### src/core_regs_pkg.sv
// How it works
// RULE1: Five CPU registers are eight bits wide.
// RULE2: Program counter is two bytes, sixteen bits.
// RULE3: Reset sets interrupt-disable flag, status bit two.
// RULE4: After reset, counter loads from vector FFFA/FFFB.
// RULE5: Other registers need no reset value.
// RULE6: Reset input held low over twenty cycles.
// RULE7: Low byte from lower vector address.
`default_nettype none
package core_regs_pkg;

    // ----------------------------------------------------------------
    // Register port map
    // ----------------------------------------------------------------
    localparam logic [3:0] ADDR_ACCUMULATOR = 4'h0;
    localparam logic [3:0] ADDR_FIRST_INDEX = 4'h1;
    localparam logic [3:0] ADDR_SECOND_INDEX = 4'h2;
    localparam logic [3:0] ADDR_STACK_POINTER = 4'h3;
    localparam logic [3:0] ADDR_STATUS_FLAGS = 4'h4;
    localparam logic [3:0] ADDR_COUNTER_LOW = 4'h5;
    localparam logic [3:0] ADDR_COUNTER_HIGH = 4'h6;
    localparam logic [3:0] ADDR_CORE_STATE = 4'h7;

    // ----------------------------------------------------------------
    // Fields, vectors and timing
    // ----------------------------------------------------------------
    localparam int IRQ_DISABLE_BIT = 2;
    localparam logic [15:0] RESET_VECTOR_LOW = 16'hFFFA;
    localparam logic [15:0] RESET_VECTOR_HIGH = 16'hFFFB;
    localparam int CLOCK_MHZ = 125;
    localparam int MIN_RESET_LOW_CYCLES = 20;
    localparam int RESET_LOW_US = 2;
    localparam int RESET_LOW_CLOCKS = RESET_LOW_US * CLOCK_MHZ;

    typedef enum logic [1:0]
    {
        FETCH_LOW,
        FETCH_HIGH,
        RUNNING
    } boot_state_type;

endpackage : core_regs_pkg
`default_nettype wire

### src/vector_bus_if.sv
`timescale 1ns/1ns
`default_nettype none
interface vector_bus_if;
    logic req;
    logic [15:0] addr;
    logic [7:0] rdata;
    logic rvalid;
    modport master (output req, output addr, input rdata, input rvalid);
    modport slave (input req, input addr, output rdata, output rvalid);
endinterface : vector_bus_if
`default_nettype wire
### src/byte_reg.sv
`timescale 1ns/1ns
`default_nettype none
module byte_reg #(
    parameter int WIDTH = 8
) (
    input wire logic ref_clk,
    input wire logic load,
    input wire logic [WIDTH-1:0] din,
    output logic [WIDTH-1:0] q
);
    // Without reset on purpose: contents are undefined until written.
    always_ff @(posedge ref_clk)
    begin
        if (load)
        begin
            q <= din; // RULE5
        end
    end
endmodule : byte_reg
`default_nettype wire

### src/core_regs.sv
// Decided for this implementation: the register addresses and strobed register access.
`timescale 1ns/1ns
`default_nettype none
module core_regs #(
    parameter int DATA_WIDTH = 8
) (
    input wire logic ref_clk,
    input wire logic rstn,
    input wire logic [3:0] addr,
    input wire logic [DATA_WIDTH-1:0] wdata,
    input wire logic wr,
    input wire logic rd,
    output logic [DATA_WIDTH-1:0] rdata,
    output logic vec_req,
    output logic [15:0] vec_addr,
    input wire logic [DATA_WIDTH-1:0] vec_data,
    input wire logic vec_valid,
    output logic core_ready
);
    vector_bus_if vbus ();
    logic [DATA_WIDTH-1:0] acc_q, xi_q, yi_q, sp_q, st_q;
    logic [DATA_WIDTH-1:0] counter_low_byte, counter_high_byte;
    core_regs_pkg::boot_state_type boot_state;

    assign vbus.rdata = vec_data;
    assign vbus.rvalid = vec_valid;
    assign vec_req = vbus.req;
    assign vec_addr = vbus.addr;

    // ----------------------------------------------------------------
    // General registers
    // ----------------------------------------------------------------
    byte_reg #(.WIDTH(DATA_WIDTH)) acc_reg (.ref_clk(ref_clk),
        .load(wr && addr == core_regs_pkg::ADDR_ACCUMULATOR), .din(wdata), .q(acc_q)); // RULE1
    byte_reg #(.WIDTH(DATA_WIDTH)) xi_reg (.ref_clk(ref_clk),
        .load(wr && addr == core_regs_pkg::ADDR_FIRST_INDEX), .din(wdata), .q(xi_q)); // RULE1
    byte_reg #(.WIDTH(DATA_WIDTH)) yi_reg (.ref_clk(ref_clk),
        .load(wr && addr == core_regs_pkg::ADDR_SECOND_INDEX), .din(wdata), .q(yi_q)); // RULE1
    byte_reg #(.WIDTH(DATA_WIDTH)) sp_reg (.ref_clk(ref_clk),
        .load(wr && addr == core_regs_pkg::ADDR_STACK_POINTER), .din(wdata), .q(sp_q)); // RULE1

    // ----------------------------------------------------------------
    // Status flags: only the interrupt-disable bit has a reset value.
    // ----------------------------------------------------------------
    always_ff @(posedge ref_clk)
    begin
        if (wr && addr == core_regs_pkg::ADDR_STATUS_FLAGS)
        begin
            st_q <= wdata; // RULE5
        end
    end

    logic irq_disable;
    always_ff @(posedge ref_clk or negedge rstn)
    begin
        if (!rstn)
        begin
            irq_disable <= 1'b1; // RULE3
        end
        else if (wr && addr == core_regs_pkg::ADDR_STATUS_FLAGS)
        begin
            irq_disable <= wdata[core_regs_pkg::IRQ_DISABLE_BIT];
        end
    end

    logic [DATA_WIDTH-1:0] status_flags;
    always_comb
    begin
        status_flags = st_q;
        status_flags[core_regs_pkg::IRQ_DISABLE_BIT] = irq_disable;
    end

    // ----------------------------------------------------------------
    // Boot sequence: fetch the vector, then run.
    // ----------------------------------------------------------------
    always_ff @(posedge ref_clk or negedge rstn)
    begin
        if (!rstn)
        begin
            boot_state <= core_regs_pkg::FETCH_LOW;
        end
        else
        begin
            unique case (boot_state)
                core_regs_pkg::FETCH_LOW:
                begin
                    if (vbus.rvalid)
                    begin
                        boot_state <= core_regs_pkg::FETCH_HIGH;
                    end
                end
                core_regs_pkg::FETCH_HIGH:
                begin
                    if (vbus.rvalid)
                    begin
                        boot_state <= core_regs_pkg::RUNNING; // RULE4
                    end
                end
                core_regs_pkg::RUNNING:
                begin
                    boot_state <= core_regs_pkg::RUNNING;
                end
                default:
                begin
                    boot_state <= core_regs_pkg::FETCH_LOW;
                end
            endcase
        end
    end

    assign vbus.req = (boot_state != core_regs_pkg::RUNNING);
    assign vbus.addr = (boot_state == core_regs_pkg::FETCH_HIGH) ?
        core_regs_pkg::RESET_VECTOR_HIGH : core_regs_pkg::RESET_VECTOR_LOW; // RULE7
    assign core_ready = (boot_state == core_regs_pkg::RUNNING);

    // ----------------------------------------------------------------
    // Program counter halves
    // ----------------------------------------------------------------
    // Software writes are ignored until the vector is in, so the fetch wins.
    always_ff @(posedge ref_clk or negedge rstn)
    begin
        if (!rstn)
        begin
            counter_low_byte <= '0;
        end
        else if (boot_state == core_regs_pkg::FETCH_LOW && vbus.rvalid)
        begin
            counter_low_byte <= vbus.rdata; // RULE7
        end
        else if (core_ready && wr && addr == core_regs_pkg::ADDR_COUNTER_LOW)
        begin
            counter_low_byte <= wdata; // RULE2
        end
    end

    always_ff @(posedge ref_clk or negedge rstn)
    begin
        if (!rstn)
        begin
            counter_high_byte <= '0;
        end
        else if (boot_state == core_regs_pkg::FETCH_HIGH && vbus.rvalid)
        begin
            counter_high_byte <= vbus.rdata; // RULE4
        end
        else if (core_ready && wr && addr == core_regs_pkg::ADDR_COUNTER_HIGH)
        begin
            counter_high_byte <= wdata; // RULE2
        end
    end

    logic [15:0] program_counter;
    assign program_counter = {counter_high_byte, counter_low_byte}; // RULE2

    // ----------------------------------------------------------------
    // Read port
    // ----------------------------------------------------------------
    always_ff @(posedge ref_clk or negedge rstn)
    begin
        if (!rstn)
        begin
            rdata <= '0;
        end
        else if (rd)
        begin
            unique case (addr)
                core_regs_pkg::ADDR_ACCUMULATOR: rdata <= acc_q;
                core_regs_pkg::ADDR_FIRST_INDEX: rdata <= xi_q;
                core_regs_pkg::ADDR_SECOND_INDEX: rdata <= yi_q;
                core_regs_pkg::ADDR_STACK_POINTER: rdata <= sp_q;
                core_regs_pkg::ADDR_STATUS_FLAGS: rdata <= status_flags;
                core_regs_pkg::ADDR_COUNTER_LOW: rdata <= program_counter[7:0];
                core_regs_pkg::ADDR_COUNTER_HIGH: rdata <= program_counter[15:8];
                core_regs_pkg::ADDR_CORE_STATE: rdata <= {{(DATA_WIDTH-1){1'b0}}, core_ready};
                default: rdata <= '0;
            endcase
        end
        else
        begin
            rdata <= '0;
        end
    end

    // ----------------------------------------------------------------
    // Checks
    // ----------------------------------------------------------------
    // The reset low time is the reset source's duty; the core only relies on it.
    // Starts from zero so the first release after power-up is judged, not unknown.
    int unsigned low_count = 0;
    always_ff @(posedge ref_clk)
    begin
        low_count <= rstn ? 0 : low_count + 1; // RULE6
    end

    irq_after_reset_a: assert property (@(posedge ref_clk) $rose(rstn) |->
        irq_disable) else $error("Interrupt disable not set after reset."); // RULE3
    vector_order_a: assert property (@(posedge ref_clk) disable iff (!rstn)
        boot_state == core_regs_pkg::FETCH_LOW |-> vbus.addr == core_regs_pkg::RESET_VECTOR_LOW)
        else $error("Wrong low vector address."); // RULE7
    high_fetch_a: assert property (@(posedge ref_clk) disable iff (!rstn)
        boot_state == core_regs_pkg::FETCH_HIGH && vbus.rvalid |=>
        counter_high_byte == $past(vbus.rdata) && core_ready)
        else $error("High vector byte not loaded."); // RULE4
    low_fetch_a: assert property (@(posedge ref_clk) disable iff (!rstn)
        boot_state == core_regs_pkg::FETCH_LOW && vbus.rvalid |=>
        counter_low_byte == $past(vbus.rdata) && vbus.addr == core_regs_pkg::RESET_VECTOR_HIGH)
        else $error("Low vector byte not loaded."); // RULE7
    pc_hold_a: assert property (@(posedge ref_clk) disable iff (!rstn)
        core_ready && !wr |=> $stable(program_counter))
        else $error("Counter changed without a write."); // RULE2
    acc_write_a: assert property (@(posedge ref_clk) disable iff (!rstn)
        wr && addr == core_regs_pkg::ADDR_ACCUMULATOR ##1 rd &&
        addr == core_regs_pkg::ADDR_ACCUMULATOR |=> rdata == $past(wdata, 2))
        else $error("Accumulator readback mismatch."); // RULE1
    status_write_a: assert property (@(posedge ref_clk) disable iff (!rstn)
        wr && addr == core_regs_pkg::ADDR_STATUS_FLAGS |=>
        irq_disable == $past(wdata[core_regs_pkg::IRQ_DISABLE_BIT]))
        else $error("Status bit not written."); // RULE3
    idle_read_a: assert property (@(posedge ref_clk) disable iff (!rstn)
        !rd |=> rdata == '0) else $error("Read data not cleared."); // RULE1
    fetch_req_a: assert property (@(posedge ref_clk) disable iff (!rstn)
        !core_ready |-> vbus.req) else $error("Vector request missing."); // RULE4
    pc_refused_a: assert property (@(posedge ref_clk) disable iff (!rstn)
        boot_state == core_regs_pkg::FETCH_LOW && !vbus.rvalid |=>
        $stable(counter_low_byte)) else $error("Counter written during boot."); // RULE4
    status_read_a: assert property (@(posedge ref_clk) disable iff (!rstn)
        rd && addr == core_regs_pkg::ADDR_STATUS_FLAGS |=>
        rdata[core_regs_pkg::IRQ_DISABLE_BIT] == $past(irq_disable))
        else $error("Status read mismatch."); // RULE3
    ready_hold_a: assert property (@(posedge ref_clk) disable iff (!rstn)
        core_ready |=> core_ready) else $error("Core left running state."); // RULE4
    reset_width_a: assert property (@(posedge ref_clk) $rose(rstn) |->
        $past(low_count) >= 20) else $error("Reset pulse too short."); // RULE6

endmodule : core_regs
`default_nettype wire

### config.mk
export PLATFORM = sky130hd
export DESIGN_NAME = core_regs
export DESIGN_NICKNAME = d
export VERILOG_FILES = /design/src/core_regs_pkg.sv /design/src/vector_bus_if.sv /design/src/byte_reg.sv /design/src/core_regs.sv
export SDC_FILE = /design/constraint.sdc
export NUM_CORES = 1
export LEC_CHECK = 0
export ABC_AREA = 1
export BUFFER_PORTS_ARGS = -buffer_cell sky130_fd_sc_hd__buf_2
export CAP_MARGIN = 20
export CORE_UTILIZATION = 35
export CTS_BUF_LIST = sky130_fd_sc_hd__clkbuf_4
export DETAILED_ROUTE_END_ITERATION = 6
export GPL_TIMING_DRIVEN = 1
export PLACE_DENSITY = 0.6
export SYNTH_ARGS = -nofsm -noshare
export SYNTH_HDL_FRONTEND = slang
export SYNTH_SLANG_ARGS = --single-unit
### constraint.sdc
create_clock -name ref_clk -period 1.9 [get_ports ref_clk]
set_clock_uncertainty 0.05 [all_clocks]
set_input_delay 0.285 -clock ref_clk [delete_from_list [all_inputs] [get_ports ref_clk]]
set_output_delay 0.285 -clock ref_clk [all_outputs]
set_load 0.03 [all_outputs]
## Word-level counts from Yosys, hierarchy flattened

Index checks and enable logic that the tools add are counted.

| word-level totals | value |
|---|---|
| bits of input ports | 25 |
| bits in writable memories | 0 |
| bits in latches | 0 |
| register bits | 67 |
| bits in read-only memories | 0 |
| memories | 0 |
| word-level logic and storage cells | 47 |
| output and inout bits | 26 |

| operators by class | value |
|---|---|
| multiplexer cells | 10 |
| reductions and logical operators | 15 |
| $add $sub $neg | 0 |
| eq/ne operators | 12 |
| $lt $le $gt $ge | 0 |
| div/mod/pow operators | 0 |
| bitwise gates (word level) | 0 |
| shift operators | 0 |
| multiply operators | 0 |

Operators with widths:

| kind | count |
|---|---|
| case mux 8 bit (8 select lines) | 1 |
| two-way mux 8 bit | 5 |
| == test 4 x 3 -> 1 bit, second input constant | 4 |
| logical AND 1 bit | 10 |
| == test 4 x 2 -> 1 bit, second input constant | 2 |
| inequality test 2 bit, second input constant | 3 |
| case mux 2 bit (3 select lines) | 1 |
| == test 4 x 1 -> 1 bit, second input constant | 1 |
| logical NOT 4 bit | 1 |
| two-way mux 2 bit | 2 |
| nonzero test 2 bit | 2 |
| == test 2 x 1 -> 1 bit, second input constant | 1 |
| == test 2 bit, second input constant | 1 |
| logical NOT 2 bit | 1 |
| AND reduction 2 bit | 1 |
| two-way mux 1 bit | 1 |

## Depth between registers and ports, before layout

| logic depth | value |
|---|---|
| depth after elaboration | 5 |
| gate-level depth with buffers | 8 |
| gate-level depth less buffers | 7 |

## Cells and area by module

Synthesis repeated with hierarchy kept, for this count alone.

| unflattened totals | value |
|---|---|
| cell total of the unflattened synthesis | 332 |
| area total of the unflattened synthesis | 3,188.1 µm² |

Modules (own cells, without submodules):

| module | seq. area each (µm²) | area each (µm²) | cells each | times used |
|---|---|---|---|---|
| core_regs | 887.1 | 2,227.1 | 300 | 1 |
| byte_reg | 240.2 | 240.2 | 8 | 4 |

## Worst setup path before layout

No wires, ideal clock.

| path | value |
|---|---|
| path type | input to register |
| from | input port addr[0] |
| to | register st_q[0] (enable) |
| library setup time | 396 ps |
| buffers on the path | 1 |
| setup slack | 96 ps |
| stages | 2 |
| required time | 1,454 ps |
| data arrival time | 1,358 ps |
| cell sequence | buf_6 > nor4_1 |

| on the way | value |
|---|---|
| longest elaborated chain between the ends | 2 |

RTL lines:

| what | line | text |
|---|---|---|
| start, declared | core_regs.sv:9 | `input wire logic [3:0] addr,` |
| == test 4 x 3 -> 1 bit | core_regs.sv:47 | `if (wr && addr == core_regs_pkg::ADDR_STATUS_FLAGS)` |
| logical AND 1 bit | core_regs.sv:47 |  |
| end signal, assigned | core_regs.sv:49 | `st_q <= wdata;` |
| end, declared | core_regs.sv:21 | `logic [DATA_WIDTH-1:0] acc_q, xi_q, yi_q, sp_q, st_q;` |

Every way passes these cells.
A chain may end at the register's enable or synchronous reset.

## Worst setup path in the final report

| path | value |
|---|---|
| from | register boot_state[0] |
| to | output port vec_req |

| on the way | value |
|---|---|
| longest elaborated chain between the ends | 1 |

RTL lines:

| what | line | text |
|---|---|---|
| start, declared | core_regs.sv:23 | `core_regs_pkg::boot_state_type boot_state;` |
| start signal, assigned | core_regs.sv:80 | `boot_state <= core_regs_pkg::FETCH_LOW;` |
| start signal, assigned | core_regs.sv:89 | `boot_state <= core_regs_pkg::FETCH_HIGH;` |
| start signal, assigned | core_regs.sv:96 | `boot_state <= core_regs_pkg::RUNNING;` |
| inequality test 2 bit | core_regs.sv:111 | `assign vbus.req = (boot_state != core_regs_pkg::RUNNING);` |
| end, declared | core_regs.sv:14 | `output logic vec_req,` |

Every way passes these cells.

==> flow_summary.ini <==
[worst_setup_path]
arrival_ps = 1440
path_class = reg -> out
startpoint_type = register
cp_max_fo = 5
path_cells = inv_1 -> ha_2 -> inv_1 -> buf_2
required_ps = 1560
crit_path_top_delay_cell = dfrtp_1
cpMostUsedCell = inv_1
critPathMaxStageDelay_ps = 410
end_kind = output port

[clock_network]
clkSinkCount = 66
clk_pin_slew_worst_paths_ps = 110
cts_tree = done
clock_path_buffers = 2
htreeDepth = 3
cts_made_buffers = 9
root_buffer = clkbuf_4
clock_latency_ps = 410

[synth]
synthCells = 332
synth_ff_type = edfxtp_1
synth.top_cell.area_share = 0.367
synth_common_cells = 75 x nand2_1, 58 x nand3_1, 39 x edfxtp_1, 26 x dfrtp_1, 26 x nor2_1
synth.distinct_cells = 27
synth_largest_area_cell = edfxtp_1
yosysSeqAreaShare = 0.580
synth.most_common_cell = nand2_1
synth_edf_count = 39
syn_area_per_cell_sq_um = 9.60
ys.warnings.count = 0
ys_ff_latch = 66
synth_area_sq_mm = 0.00319
yosys-top-cells-area = edfxtp_1 37%, dfrtp_1 20%, nand3_1 9.1%, nand2_1 8.8%, o21ai_0 3.9%
ys_async_sr_fraction = 0.409

[global_routing]
grt_max_degree = 28
use_met1 = 0.187
grt_use_met3 = 0.0403
grt_pass1_vias = 2345
antenna_found_initial = 0
grt_pass1_wl_microns = 11400
track_usage = 0.158
gr-usage-met2 = 0.278
grt_remaining_overflow = 0
top_usage_layer = met2

[sta]
rsz0062_at_grt = no
hold_viol = 0
fin_crit_ps = 1770
fin_setup_tns_ps = 0
fmax_mhz = 564
finalMaxSlewViolations = 0
worst_pin_slew_ps = 668
finalSetupViolCount = 0
max_slew_margin = 0.555
post-route-period-util = 0.933

[final_layout]
nFillCells = 875
layoutNonFillerInstCount = 491
antenna_cells = 0
syn_to_final_growth_pct = 12.7
post-route-util = 0.410
regArea_sq_mm = 0.00185
layout-drive-gt1-share = 0.204
multiInputGateArea_sq_mm = 0.00109
nNetsFinal = 407

[power_and_ir_drop]
internal-power_mw = 2.44
p_total_mw = 3.67
pwr_density_cell_mw_per_mm2 = 1020
switching_share = 0.336
pwr-share-comb = 0.257
p_switching_mw = 1.23
sequentialPowerShare = 0.500
max-vdd-ir-drop_mv = 0.630
p_leak_nw = 1.67
power_frac_clock = 0.243

[floorplan]
fp-row-count = 34
coreArea_sq_mm = 0.00876
initial_utilization = 0.364
dieArea_sq_mm = 0.00949
die_width_microns = 97.4
ios = 51
die_h_microns = 97.4

[placement]
port_buffers = 35
dp_cells = 474
gp_congestion = 0.780
hpwl_microns = 5030

[routing]
vias_per_cell = 4.84
drt-total-wl_microns = 6780
vias = 2376
drt_iter0_drc = 120
wl_per_cell_microns = 13.8
first_pass_iters = 4
drc = 0
ant_nets = 0

[run]
drv_cap = 0

[worst_hold_path]
hp-class = in -> reg

[run_status]
outcome = completed
==> cell usage in the layout, fill, tap and decap left out, types with 2 or more instances in the layout <==
master | netlist | routed
a21oi_1 | 9 | 9
o21ai_0 | 25 | 25
edfxtp_1 | 39 | 39
o21ai_2 | 2 | 2
conb_1 | 2 | 15
nand3_1 | 58 | 58
buf_4 | 15 | 13
clkinvlp_4 | 0 | 2
nor2_1 | 26 | 26
ha_1 | 4 | 3
clkbuf_4 | 0 | 10
nor4_1 | 2 | 2
clkinv_1 | 0 | 2
nand2_2 | 1 | 2
buf_2 | 4 | 35
inv_4 | 2 | 2
nand2_1 | 75 | 74
nor2_2 | 2 | 2
dfrtp_1 | 26 | 26
inv_1 | 24 | 24
==> layout make-up <==
cell class | instances | area share
Sequential cell | 66 | 0.514
Multi-Input combinational cell | 225 | 0.303
Timing Repair Buffer | 49 | 0.0787
Tap cell | 108 | 0.0376
Inverter | 27 | 0.0296
Clock buffer | 10 | 0.0209
Clock inverter | 6 | 0.0160
==> power by group through the flow <==
stage	sequential [mW]	clock, mW	combinational (mW)
6_report	1.83	0.893	0.942
5_1_grt	1.86	0.983	1.09
4_1_cts	1.83	0.920	0.946
3_5_place_dp	1.87	0	0.936
3_3_place_gp	1.86	0	0.916
2_1_floorplan	1.86	0	0.706
==> layer usage <==
metal  vias to the layer above  wire, microns
met5                         -              0
met4                         0             99
met3                         7            332
met2                        67           3490
met1                      1128           2860
li1                       1174              -
==> per-stage QoR <==
step	setup WS [ps]	hold WS, ps	instance area, sq um
floorplan	96.2	-60.6	3240
global placement	287	295	3440
detailed placement	225	310	3440
CTS	38.7	85.0	3590
global route	38.8	93.0	3590
finish	127	103	3590
==> critical path, delay by kind of cell (launching register included) <==
family | cells | cell delay [ps]
fa+ha+maj | 1 | 270
flops | 1 | 410
buf+inv | 3 | 350
==> kinds of logic (layout without fill, tap and decap cells) <==
| kind of cell | after synthesis | in the layout | share of synthesized area |
|---|---|---|---|
| AND/OR/NAND/NOR | 168 | 168 | 0.240 |
| flip-flops | 66 | 66 | 0.580 |
| buffers and inverters | 54 | 92 | 0.0962 |
| AO/OA/AOI/OAI | 38 | 38 | 0.0663 |
| adder cells (fa/ha/maj) | 4 | 4 | 0.0157 |
| other | 2 | 15 | 0.00236 |
==> worst paths after layout <==
check                      slack (ps)                 startpoint                                to  cells after the start
setup / recovery                  130  boot_state[0]$_DFFE_PN0P_                           vec_req                      4
hold / removal                    100                   wdata[7]             sp_reg.q[7]$_DFFE_PP_                      1
setup reg to reg                  300  boot_state[0]$_DFFE_PN0P_  counter_high_byte[4]$_DFFE_PN0P_                      5
hold reg to reg                   450    irq_disable$_DFFE_PN1P_           irq_disable$_DFFE_PN1P_                      2
max in group asynchronous         970                       rstn  counter_high_byte[4]$_DFFE_PN0P_                      2
min in group asynchronous         380                       rstn   counter_low_byte[0]$_DFFE_PN0P_                      2
==> sequential cells by signal (all words and copies together), names as in the netlist, 7 cells and up <==
signal             count
st_q                   7
yi_reg.q               8
xi_reg.q               8
counter_high_byte      8
acc_reg.q              8
rdata                  8
sp_reg.q               8
counter_low_byte       8
==> what timing repair did <==
action	4_1_cts	5_1_grt
resized for setup	0	2
setup endpoints to repair	0	4
hold buffers	1	0
endpoints found under the hold margin	26	0
buffers inserted	0	0
Power figures use the tool's default switching activity.
